**src/shared/eadp_regs.svh**
```systemverilog
`ifndef EADP_REGS_SVH
`define EADP_REGS_SVH
`define EADP_DATA_W        8
`define EADP_INSN_W        14
`define EADP_PC_W          12
`define EADP_DMEM_DEPTH    176
`define EADP_DADDR_W       8
`define EADP_PHASES        4
`define EADP_STATUS_ADDR   8'h03
`define EADP_PCL_ADDR      8'h02
`define EADP_IND_ADDR      8'h00
`define EADP_FSR_ADDR      8'h04
`define EADP_STAT_C        0
`define EADP_STAT_DC       1
`define EADP_STAT_Z        2
`define EADP_STATUS_RST    8'h18
`define EADP_NOP_INSN      14'h0000
`endif

```
**src/shared/eadp_pkg.sv**
```systemverilog
package eadp_pkg;
  typedef enum logic [1:0] {EADP_PH1, EADP_PH2, EADP_PH3, EADP_PH4} eadp_phase_e;
  typedef enum logic [3:0] {
    EADP_OP_NONE, EADP_OP_ADD, EADP_OP_SUB, EADP_OP_AND, EADP_OP_IOR, EADP_OP_XOR,
    EADP_OP_COM, EADP_OP_INC, EADP_OP_DEC, EADP_OP_RL, EADP_OP_RR, EADP_OP_SWAP,
    EADP_OP_PASS, EADP_OP_CLR
  } eadp_op_e;
endpackage

```
**src/hdl/eadp_alu.sv**
```systemverilog
`timescale 1ns/1ps
`include "eadp_regs.svh"
// Eight bit arithmetic unit with carry, nibble carry and zero
module eadp_alu #(
  parameter int WIDTH = `EADP_DATA_W
) (
  input  wire logic             [3:0] op,
  input  wire logic       [WIDTH-1:0] a_in,
  input  wire logic       [WIDTH-1:0] b_in,
  input  wire logic                   carry_in,
  output logic            [WIDTH-1:0] result,
  output logic                        carry_out,
  output logic                        nibble_carry_out,
  output logic                        zero_out
);
  initial if (WIDTH != 8) $error("eadp_alu supports only 8 bits");
  logic [WIDTH:0] sum;
  logic [4:0]     low;
  // Operation select, b is the accumulator side
  always_comb begin
    sum              = '0;
    low              = '0;
    result           = a_in;
    carry_out        = carry_in;
    nibble_carry_out = 1'b0;
    case (eadp_pkg::eadp_op_e'(op))
      eadp_pkg::EADP_OP_ADD: begin
        sum = {1'b0, a_in} + {1'b0, b_in};
        low = {1'b0, a_in[3:0]} + {1'b0, b_in[3:0]};
        result = sum[WIDTH-1:0];
        carry_out = sum[WIDTH];
        nibble_carry_out = low[4];
      end
      eadp_pkg::EADP_OP_SUB: begin
        // a - b as a + ~b + 1: carry high means no borrow
        sum = {1'b0, a_in} + {1'b0, ~b_in} + 9'h001;
        low = {1'b0, a_in[3:0]} + {1'b0, ~b_in[3:0]} + 5'h01;
        result = sum[WIDTH-1:0];
        carry_out = sum[WIDTH];
        nibble_carry_out = low[4];
      end
      eadp_pkg::EADP_OP_AND:  result = a_in & b_in;
      eadp_pkg::EADP_OP_IOR:  result = a_in | b_in;
      eadp_pkg::EADP_OP_XOR:  result = a_in ^ b_in;
      eadp_pkg::EADP_OP_COM:  result = ~a_in;
      eadp_pkg::EADP_OP_INC:  result = a_in + 8'h01;
      eadp_pkg::EADP_OP_DEC:  result = a_in - 8'h01;
      eadp_pkg::EADP_OP_RL: begin
        result = {a_in[WIDTH-2:0], carry_in};
        carry_out = a_in[WIDTH-1];
      end
      eadp_pkg::EADP_OP_RR: begin
        result = {carry_in, a_in[WIDTH-1:1]};
        carry_out = a_in[0];
      end
      eadp_pkg::EADP_OP_SWAP: result = {a_in[3:0], a_in[7:4]};
      eadp_pkg::EADP_OP_PASS: result = b_in;
      eadp_pkg::EADP_OP_CLR:  result = '0;
      default:                result = a_in;
    endcase
    zero_out = (result == '0);
  end
endmodule // eadp_alu

```
**src/hdl/eadp_dmem.sv**
```systemverilog
`timescale 1ns/1ps
`include "eadp_regs.svh"
// General purpose file memory, registered read
module eadp_dmem #(
  parameter int DEPTH  = `EADP_DMEM_DEPTH,
  parameter int ADDR_W = `EADP_DADDR_W
) (
  input  wire logic              clock,
  input  wire logic [ADDR_W-1:0] rd_addr,
  output logic            [7:0]  rd_data,
  input  wire logic              wr_en,
  input  wire logic [ADDR_W-1:0] wr_addr,
  input  wire logic       [7:0]  wr_data
);
  initial if (DEPTH > (1 << ADDR_W)) $error("eadp_dmem depth exceeds address range");
  logic [7:0] mem [DEPTH];
  // Write and registered read
  always_ff @(posedge clock) begin
    if (wr_en && (int'(wr_addr) < DEPTH)) begin
      mem[wr_addr] <= wr_data;
    end
    rd_data <= (int'(rd_addr) < DEPTH) ? mem[rd_addr] : 8'h00;
  end
endmodule // eadp_dmem

```
**src/hdl/eadp_core.sv**
```systemverilog
`timescale 1ns/1ps
`include "eadp_regs.svh"
// Function
// - Eight bit unit does add, subtract, shift and logic operations.
// - Arithmetic is two's complement.
// - Two-operand ops use accumulator and a file register or literal.
// - Single-operand ops use the accumulator or one file register.
// - Accumulator is eight bits and has no data memory address.
// - Carry, nibble carry and zero flags update per instruction.
// - Subtraction carry and nibble carry report inverted borrows: high means no borrow.
// - Fourteen bit instruction bus, one word per cycle, separate data bus.
// - Next instruction is fetched while current one executes.
// - All but branches take one instruction cycle; branches flush.
// - Addresses 4K program words and 176 data bytes.
// - Special registers including program counter mapped, direct and indirect.
// - Clock output at one quarter of the input rate.
// - Master clear low holds the device in reset.
// - Input clock divided into four phases per instruction cycle.
// - Operand read in phase two, destination write in phase four.
module eadp_core #(
  parameter int PC_W   = `EADP_PC_W,
  parameter int DEPTH  = `EADP_DMEM_DEPTH
) (
  input  wire logic              clock,
  input  wire logic              reset_n,
  input  wire logic              master_clear_input,
  output logic      [PC_W-1:0]   prog_addr,
  input  wire logic       [13:0] prog_data,
  output logic                   instruction_rate_clock_out,
  output logic                   clock_phase_one,
  output logic                   clock_phase_two,
  output logic                   clock_phase_four,
  output logic             [7:0] accum_out,
  output logic             [7:0] status_out
);
  initial if (PC_W != 12 || DEPTH != 176) $error("eadp_core: unsupported size");

  // Master clear passes three flops, change taken when last two agree
  logic [2:0] master_clear_input_sync_reg;
  logic       master_clear_input_reg;
  logic       master_clear_input_next;
  always_comb begin
    master_clear_input_next = master_clear_input_reg;
    if (master_clear_input_sync_reg[1] == master_clear_input_sync_reg[2]) master_clear_input_next = master_clear_input_sync_reg[2];
  end
  always_ff @(posedge clock) begin
    if (!reset_n) begin
      master_clear_input_sync_reg <= 3'h0;
      master_clear_input_reg      <= 1'b0;
    end else begin
      master_clear_input_sync_reg <= {master_clear_input_sync_reg[1:0], master_clear_input};
      master_clear_input_reg      <= master_clear_input_next;
    end
  end
  logic run;
  assign run = reset_n && master_clear_input_reg;

  // Phase generator
  eadp_pkg::eadp_phase_e phase_reg, phase_next;
  logic                  instruction_rate_clock_out_reg, instruction_rate_clock_out_next;
  always_comb begin
    phase_next  = run ? eadp_pkg::eadp_phase_e'(phase_reg + 2'h1) : eadp_pkg::EADP_PH1;
    instruction_rate_clock_out_next = run && (phase_next == eadp_pkg::EADP_PH3 || phase_next == eadp_pkg::EADP_PH4);
  end
  always_ff @(posedge clock) begin
    phase_reg  <= phase_next;
    instruction_rate_clock_out_reg <= instruction_rate_clock_out_next;
  end
  assign instruction_rate_clock_out = instruction_rate_clock_out_reg;
  assign clock_phase_one  = run && phase_reg == eadp_pkg::EADP_PH1;
  assign clock_phase_two  = run && phase_reg == eadp_pkg::EADP_PH2;
  assign clock_phase_four = run && phase_reg == eadp_pkg::EADP_PH4;

  // Decode helpers
  function automatic logic [7:0] file_addr(input logic [13:0] ins, input logic [7:0] fsr);
    file_addr = (ins[6:0] == 7'h00) ? fsr : {1'b0, ins[6:0]};
  endfunction
  function automatic logic [3:0] byte_op(input logic [3:0] f);
    case (f)
      4'h7:    byte_op = eadp_pkg::EADP_OP_ADD;
      4'h2:    byte_op = eadp_pkg::EADP_OP_SUB;
      4'h5:    byte_op = eadp_pkg::EADP_OP_AND;
      4'h4:    byte_op = eadp_pkg::EADP_OP_IOR;
      4'h6:    byte_op = eadp_pkg::EADP_OP_XOR;
      4'h9:    byte_op = eadp_pkg::EADP_OP_COM;
      4'hA:    byte_op = eadp_pkg::EADP_OP_INC;
      4'h3:    byte_op = eadp_pkg::EADP_OP_DEC;
      4'hD:    byte_op = eadp_pkg::EADP_OP_RL;
      4'hC:    byte_op = eadp_pkg::EADP_OP_RR;
      4'hE:    byte_op = eadp_pkg::EADP_OP_SWAP;
      4'h8:    byte_op = eadp_pkg::EADP_OP_NONE;
      4'h1:    byte_op = eadp_pkg::EADP_OP_CLR;
      default: byte_op = eadp_pkg::EADP_OP_NONE;
    endcase
  endfunction

  // Datapath state
  logic [PC_W-1:0] pc_reg, pc_next;
  logic     [13:0] ir_reg, ir_next;
  logic     [13:0] fetch_reg, fetch_next;
  logic            flush_reg, flush_next;
  logic      [7:0] w_reg, w_next;
  logic      [7:0] status_reg, status_next;
  logic      [7:0] fsr_reg, fsr_next;
  logic      [7:0] opnd_reg, opnd_next;

  logic [7:0] daddr;
  logic [7:0] mem_rd;
  logic       mem_we;
  logic [7:0] alu_a, alu_b, alu_y;
  logic [3:0] alu_op;
  logic       alu_c, alu_dc, alu_z;
  logic       is_byte, is_lit, to_file, branch;
  logic       fc, fdc, fz;
  logic [7:0] sfr_rd;

  assign daddr = file_addr(ir_reg, fsr_reg);

  // Special register read view
  always_comb begin
    case (daddr)
      `EADP_STATUS_ADDR: sfr_rd = status_reg;
      `EADP_PCL_ADDR:    sfr_rd = pc_reg[7:0];
      `EADP_FSR_ADDR:    sfr_rd = fsr_reg;
      default:           sfr_rd = mem_rd;
    endcase
  end

  // Instruction decode and operand steering
  always_comb begin
    is_byte = ir_reg[13:12] == 2'b00;
    is_lit  = ir_reg[13:12] == 2'b11;
    to_file = is_byte && ir_reg[7];
    branch  = ir_reg[13:12] == 2'b10;
    alu_op  = eadp_pkg::EADP_OP_NONE;
    alu_a   = opnd_reg;
    alu_b   = w_reg;
    fc = 1'b0;
    fdc = 1'b0;
    fz = 1'b0;
    if (is_byte) begin
      alu_op = byte_op(ir_reg[11:8]);
      if (ir_reg[11:8] == 4'h0 && ir_reg[7]) alu_op = eadp_pkg::EADP_OP_PASS;
      if (ir_reg[11:8] == 4'h1 && !ir_reg[7]) alu_a = w_reg;
      fc  = alu_op inside {eadp_pkg::EADP_OP_ADD, eadp_pkg::EADP_OP_SUB,
                           eadp_pkg::EADP_OP_RL, eadp_pkg::EADP_OP_RR};
      fdc = alu_op inside {eadp_pkg::EADP_OP_ADD, eadp_pkg::EADP_OP_SUB};
      fz  = !(alu_op inside {eadp_pkg::EADP_OP_RL, eadp_pkg::EADP_OP_RR,
                             eadp_pkg::EADP_OP_SWAP, eadp_pkg::EADP_OP_NONE,
                             eadp_pkg::EADP_OP_PASS});
      if (ir_reg[11:8] == 4'h8) begin
        alu_op = eadp_pkg::EADP_OP_NONE;
        fz = 1'b1;
      end
    end else if (is_lit) begin
      alu_a = ir_reg[7:0];
      case (ir_reg[11:8])
        4'hE, 4'hF: alu_op = eadp_pkg::EADP_OP_ADD;
        4'hC, 4'hD: alu_op = eadp_pkg::EADP_OP_SUB;
        4'h9:       alu_op = eadp_pkg::EADP_OP_AND;
        4'h8:       alu_op = eadp_pkg::EADP_OP_IOR;
        4'hA:       alu_op = eadp_pkg::EADP_OP_XOR;
        default:    alu_op = eadp_pkg::EADP_OP_NONE;
      endcase
      fc  = alu_op inside {eadp_pkg::EADP_OP_ADD, eadp_pkg::EADP_OP_SUB};
      fdc = fc;
      fz  = alu_op != eadp_pkg::EADP_OP_NONE;
      if (alu_op == eadp_pkg::EADP_OP_NONE) begin
        alu_op = eadp_pkg::EADP_OP_NONE;
      end
    end
  end

  eadp_alu #(
    .WIDTH            (8)
  ) u_alu (
    .op               (alu_op),
    .a_in             (alu_a),
    .b_in             (alu_b),
    .carry_in         (status_reg[`EADP_STAT_C]),
    .result           (alu_y),
    .carry_out        (alu_c),
    .nibble_carry_out (alu_dc),
    .zero_out         (alu_z)
  );

  assign mem_we = run && phase_reg == eadp_pkg::EADP_PH4 && !flush_reg && to_file
                  && daddr != `EADP_STATUS_ADDR && daddr != `EADP_FSR_ADDR
                  && daddr != `EADP_PCL_ADDR;

  eadp_dmem #(
    .DEPTH   (DEPTH),
    .ADDR_W  (8)
  ) u_dmem (
    .clock   (clock),
    .rd_addr (daddr),
    .rd_data (mem_rd),
    .wr_en   (mem_we),
    .wr_addr (daddr),
    .wr_data (alu_y)
  );

  // Pipeline and execute next state
  always_comb begin
    pc_next     = pc_reg;
    ir_next     = ir_reg;
    fetch_next  = fetch_reg;
    flush_next  = flush_reg;
    w_next      = w_reg;
    status_next = status_reg;
    fsr_next    = fsr_reg;
    opnd_next   = opnd_reg;
    if (run) begin
      case (phase_reg)
        eadp_pkg::EADP_PH1: begin
          ir_next = fetch_reg;
          flush_next = 1'b0;
        end
        // Memory read launched in phase two lands here; fetch from the standing address
        eadp_pkg::EADP_PH3: begin
          opnd_next  = sfr_rd;
          fetch_next = prog_data;
        end
        eadp_pkg::EADP_PH4: begin
          pc_next = pc_reg + 12'h001;
          if (!flush_reg) begin
            if (alu_op != eadp_pkg::EADP_OP_NONE || (is_byte && ir_reg[11:8] == 4'h8)) begin
              if (to_file) begin
                if (daddr == `EADP_FSR_ADDR) fsr_next = alu_y;
                if (daddr == `EADP_STATUS_ADDR) status_next = alu_y;
              end else begin
                w_next = alu_y;
              end
            end
            if (is_lit && ir_reg[11:10] == 2'b00) w_next = ir_reg[7:0];
            if (fc)  status_next[`EADP_STAT_C]  = alu_c;
            if (fdc) status_next[`EADP_STAT_DC] = alu_dc;
            if (fz)  status_next[`EADP_STAT_Z]  = alu_z;
            if (branch) begin
              pc_next = {status_reg[5], ir_reg[10:0]};
              flush_next = 1'b1;
              fetch_next = `EADP_NOP_INSN;
            end
          end
        end
        default: ;
      endcase
    end
  end

  // Pipeline registers
  always_ff @(posedge clock) begin
    if (!run) begin
      pc_reg     <= '0;
      ir_reg     <= `EADP_NOP_INSN;
      fetch_reg  <= `EADP_NOP_INSN;
      flush_reg  <= 1'b1;
      w_reg      <= 8'h00;
      status_reg <= `EADP_STATUS_RST;
      fsr_reg    <= 8'h00;
      opnd_reg   <= 8'h00;
    end else begin
      pc_reg     <= pc_next;
      ir_reg     <= ir_next;
      fetch_reg  <= fetch_next;
      flush_reg  <= flush_next;
      w_reg      <= w_next;
      status_reg <= status_next;
      fsr_reg    <= fsr_next;
      opnd_reg   <= opnd_next;
    end
  end

  assign prog_addr  = pc_reg;
  assign accum_out  = w_reg;
  assign status_out = status_reg;
endmodule // eadp_core

```
**config.mk**
```make
export PLATFORM = sky130hd
export DESIGN_NAME = eadp_core
export DESIGN_NICKNAME = d
export VERILOG_FILES = /design/src/shared/eadp_pkg.sv /design/src/hdl/eadp_alu.sv /design/src/hdl/eadp_dmem.sv /design/src/hdl/eadp_core.sv
export VERILOG_INCLUDE_DIRS = /design/src /design/src/shared
export SDC_FILE = /design/constraint.sdc
export NUM_CORES = 2
export LEC_CHECK = 0
export ABC_AREA = 0
export BUFFER_PORTS_ARGS = -buffer_cell sky130_fd_sc_hd__buf_2
export CAP_MARGIN = 0
export CORE_ASPECT_RATIO = 0.9
export CORE_MARGIN = 4
export CORE_UTILIZATION = 43
export CTS_CLUSTER_SIZE = 10
export DETAILED_ROUTE_END_ITERATION = 12
export MAX_ROUTING_LAYER = met4
export PLACE_DENSITY = 0.6
export SLEW_MARGIN = 30
export SYNTH_ARGS = -nofsm -noshare
export SYNTH_HDL_FRONTEND = slang
export SYNTH_SLANG_ARGS = --single-unit
```
**constraint.sdc**
```tcl
create_clock -name clock -period 9.65 [get_ports clock]
set_clock_uncertainty 0.05 [all_clocks]
set_input_delay 1.93 -clock clock [delete_from_list [all_inputs] [get_ports clock]]
set_output_delay 1.93 -clock clock [all_outputs]
set_load 0.02 [all_outputs]
```
==> metrics.csv <==
metric;value;unit
Placer Congestion;0.924;
routed vias;36700;
number of flip-flops under the largest register name;1408;
fin crit period;6.52;ns
R2R setup slack;3.13;ns
Die H;359;µm
dpl ws;3.23;ns
All-Layer GR Usage;0.232;
Ports;49;
Multi-input gate area;0.0136;mm²
post-synthesis sequential area ratio;0.750;
# rows;128;
period utilization;0.676;
die area;0.143;mm²
setup violators final;0;
Fin Setup TNS;0;ns
storage element area;0.0441;mm²
sequence of cells on the critical path;or3b_1 -> nor4_1 -> a221o_1 -> inv_1 -> ha_1 -> nand2b_1 -> a2111oi_0 -> or3_1 -> a21o_1 -> a21oi_1 -> nor4_2 -> a21oi_1 -> o21ai_0 -> inv_6 -> buf_4;
Final Max Tran Viols;0;
Min-Delay Endpoint;master_clear_input_sync_reg[1]$_SDFF_PN0_;
Num CTS Buffers;169;
Final HPWL DP;93100;µm
Finished Layout Cells;5841;
Die W;398;µm
RR Endpoint;u_dmem.mem[121][7]$_DFFE_PP_;
RSZ-0062 raised after global routing;false;
largest net degree at the start of global routing;181;
outcome;finished, final reports clean;
CP endpoint kind;flip-flop;
share of the synthesized area in the top cell type;0.719;
Hold Crit Depth;1;
Max-slew headroom;0.211;
async set or reset register ratio after synthesis;0;
number of synthesized register bits;1500;
Synth Cell Area;0.0588;mm²
number of synthesized flops with an enable pin;1408;
drt first pass iters;12;
CTS tree;done;
grt total ovfl;0;
core area;0.136;mm²
Fmax;153;MHz
Yosys top cell by area;edfxtp_1;
htree depth;4;
Initial Util;0.434;
Worst EP required;10.02;ns
Post-synth top flop;edfxtp_1;
total power;12700;µW
final instance area;0.0658;mm²
PwrDens;192;mW/mm²
Routed WL;164000;µm
top area cells in the synthesized netlist;edfxtp_1 (72%), a222oi_1 (6.0%), a21oi_1 (3.4%), dfxtp_1 (3.1%), nand2_1 (3.0%);
clk root buf;clkbuf_16;
syn avg cell area;14.9;µm²
Unique masters post-synth;96;
dpl cell area;0.0611;mm²
PortBufs;48;
DRC viols;0;
layout cells sized above 1;0.101;
max_cap viols;0;
# Post-CTS Setup Buffers;0;
CP most frequent cell;a21oi_1;
post-synthesis cell count;3939;
routed len/inst;28.1;µm
antenna violations before repair;1;
cts repair resizes;0;
DP Cell Count;5611;
worst hold path class;reg2reg;
number of vias per cell;6.28;
VDD IR-drop max;0.167;mV
LEAKAGE;0.0229;µW
Synth Warn #;0;
Clock Path Buffers;3;
CP max stage cell;o21ai_0;
most frequent cell after synthesis;edfxtp_1;
Fin. Hold Viols;0;
clock sink count;1500;
Worst Tran Pin Value;1.17;ns
# hold bufs at CTS;0;
fill cell count;11500;
CP max stage delay;0.77;ns
Nets;4022;
WP data arrival;6.89;ns
Max FO, Critical Path;117;
number of global-route vias before repair;34500;
commonest cells in the synthesized netlist;edfxtp_1 (1,408), nand2_1 (466), a21oi_1 (405), a222oi_1 (352), nor2_1 (263);
clk slew on worst S/H paths;0.06;ns
Setup crit start kind;flip-flop;
Hold Crit Start;master_clear_input_sync_reg[0]$_SDFF_PN0_;
worst setup margin;3.13;ns
worst r2r path cells;15;
critical path class;reg2reg;
R2R Path Start;ir_reg[8]$_SDFFE_PN0P_;
first-pass GRT wire length;241000;µm
Syn-to-layout area delta;11.9;%
Worst-Skew Late Latency;0.78;ns
drt first-iter violations;5733;
Final ANT Viol Nets;0;
## per-layer routing
metal,routed length [µm],vias to the layer above,share of wire,track usage
met2,74200,1986,0.45,0.334
met5,0,-,0,-
met3,15300,285,0.093,0.0365
li1,-,15900,-,-
met1,70400,18500,0.43,0.341
met4,4280,0,0.026,0.0664
## cell usage in the layout (no fill, tap or decap), types with 12 or more instances in the layout
cell type / count
inv_1: 35
clkbuf_16: 175
o22ai_1: 20
o21ai_0: 52
ha_1: 38
edfxtp_1: 1408
nand2_1: 459
o41ai_1: 63
nand4_1: 14
nor2_1: 256
nand2b_1: 12
a22oi_1: 32
a222oi_1: 352
mux2i_1: 33
nor4_1: 31
and3_1: 14
clkbuf_1: 40
a211oi_1: 20
nor3_1: 22
nor2_4: 24
conb_1: 24
nand3_1: 32
buf_4: 58
dfxtp_1: 92
buf_2: 48
a21oi_1: 404
## through the flow
step                      hold WS, ns   util
final                           0.393  0.485
after global routing            0.418  0.485
after CTS                       0.401  0.484
after detailed placement        0.387  0.450
after global placement          0.366  0.450
after floorplan                 0.362      -
## how the worst max path moves through the flow
stage	cells after the start	end	start	slack [ns]
floorplan	11	u_dmem.mem[0][5]$_DFFE_PP_	ir_reg[7]$_SDFFE_PN0P_	0.24
global placement	15	u_dmem.mem[124][7]$_DFFE_PP_	ir_reg[8]$_SDFFE_PN0P_	3.34
detailed placement	15	u_dmem.mem[120][7]$_DFFE_PP_	ir_reg[8]$_SDFFE_PN0P_	3.23
CTS	15	u_dmem.mem[88][7]$_DFFE_PP_	ir_reg[8]$_SDFFE_PN0P_	3.21
global route	15	u_dmem.mem[123][7]$_DFFE_PP_	ir_reg[8]$_SDFFE_PN0P_	2.72
finish	15	u_dmem.mem[121][7]$_DFFE_PP_	ir_reg[8]$_SDFFE_PN0P_	3.13
## layout make-up
type,instances,share of cell area
Sequential cell,1500,0.671
Clock inverter,11,0.00167
Multi-Input combinational cell,2129,0.206
Clock buffer,215,0.0688
Inverter,40,0.00251
Antenna cell,2,0.0000761
Timing Repair Buffer,124,0.0156
Tap cell,1820,0.0346
## cell families (layout without fill, tap and decap cells)
logic type | after synthesis | after routing | synth area share
xor gates and xnor gates | 10 | 10 | 0.00149
and+or+nand+nor | 959 | 959 | 0.0761
other | 1 | 26 | 0.0000638
DFF | 1500 | 1500 | 0.750
AOI/OAI and AO/OA | 1061 | 1061 | 0.134
muxes | 34 | 34 | 0.00581
adders and majority gates | 41 | 41 | 0.00911
buffers and inverters | 333 | 390 | 0.0235
## power breakdown
| group | leakage, µW | internal, µW | switching [µW] |
|---|---|---|---|
| Sequential | 0.0171 | 7010 | 1.08 |
| Combinational | 0.00359 | 3.56 | 4.82 |
| Clock | 0.00225 | 3240 | 2400 |
| Total | 0.0229 | 10300 | 2400 |
## worst max-delay path: cells and delay by family (launching register included)
kind                       cells  cell delay, ns
AOI/OAI and AO/OA              6            2.10
and+or+nand+nor                5            1.66
buffers and inverters          3            1.27
DFF                            1            0.64
adders and majority gates      1            0.35
No activity file was read; power rests on OpenSTA's default activity.
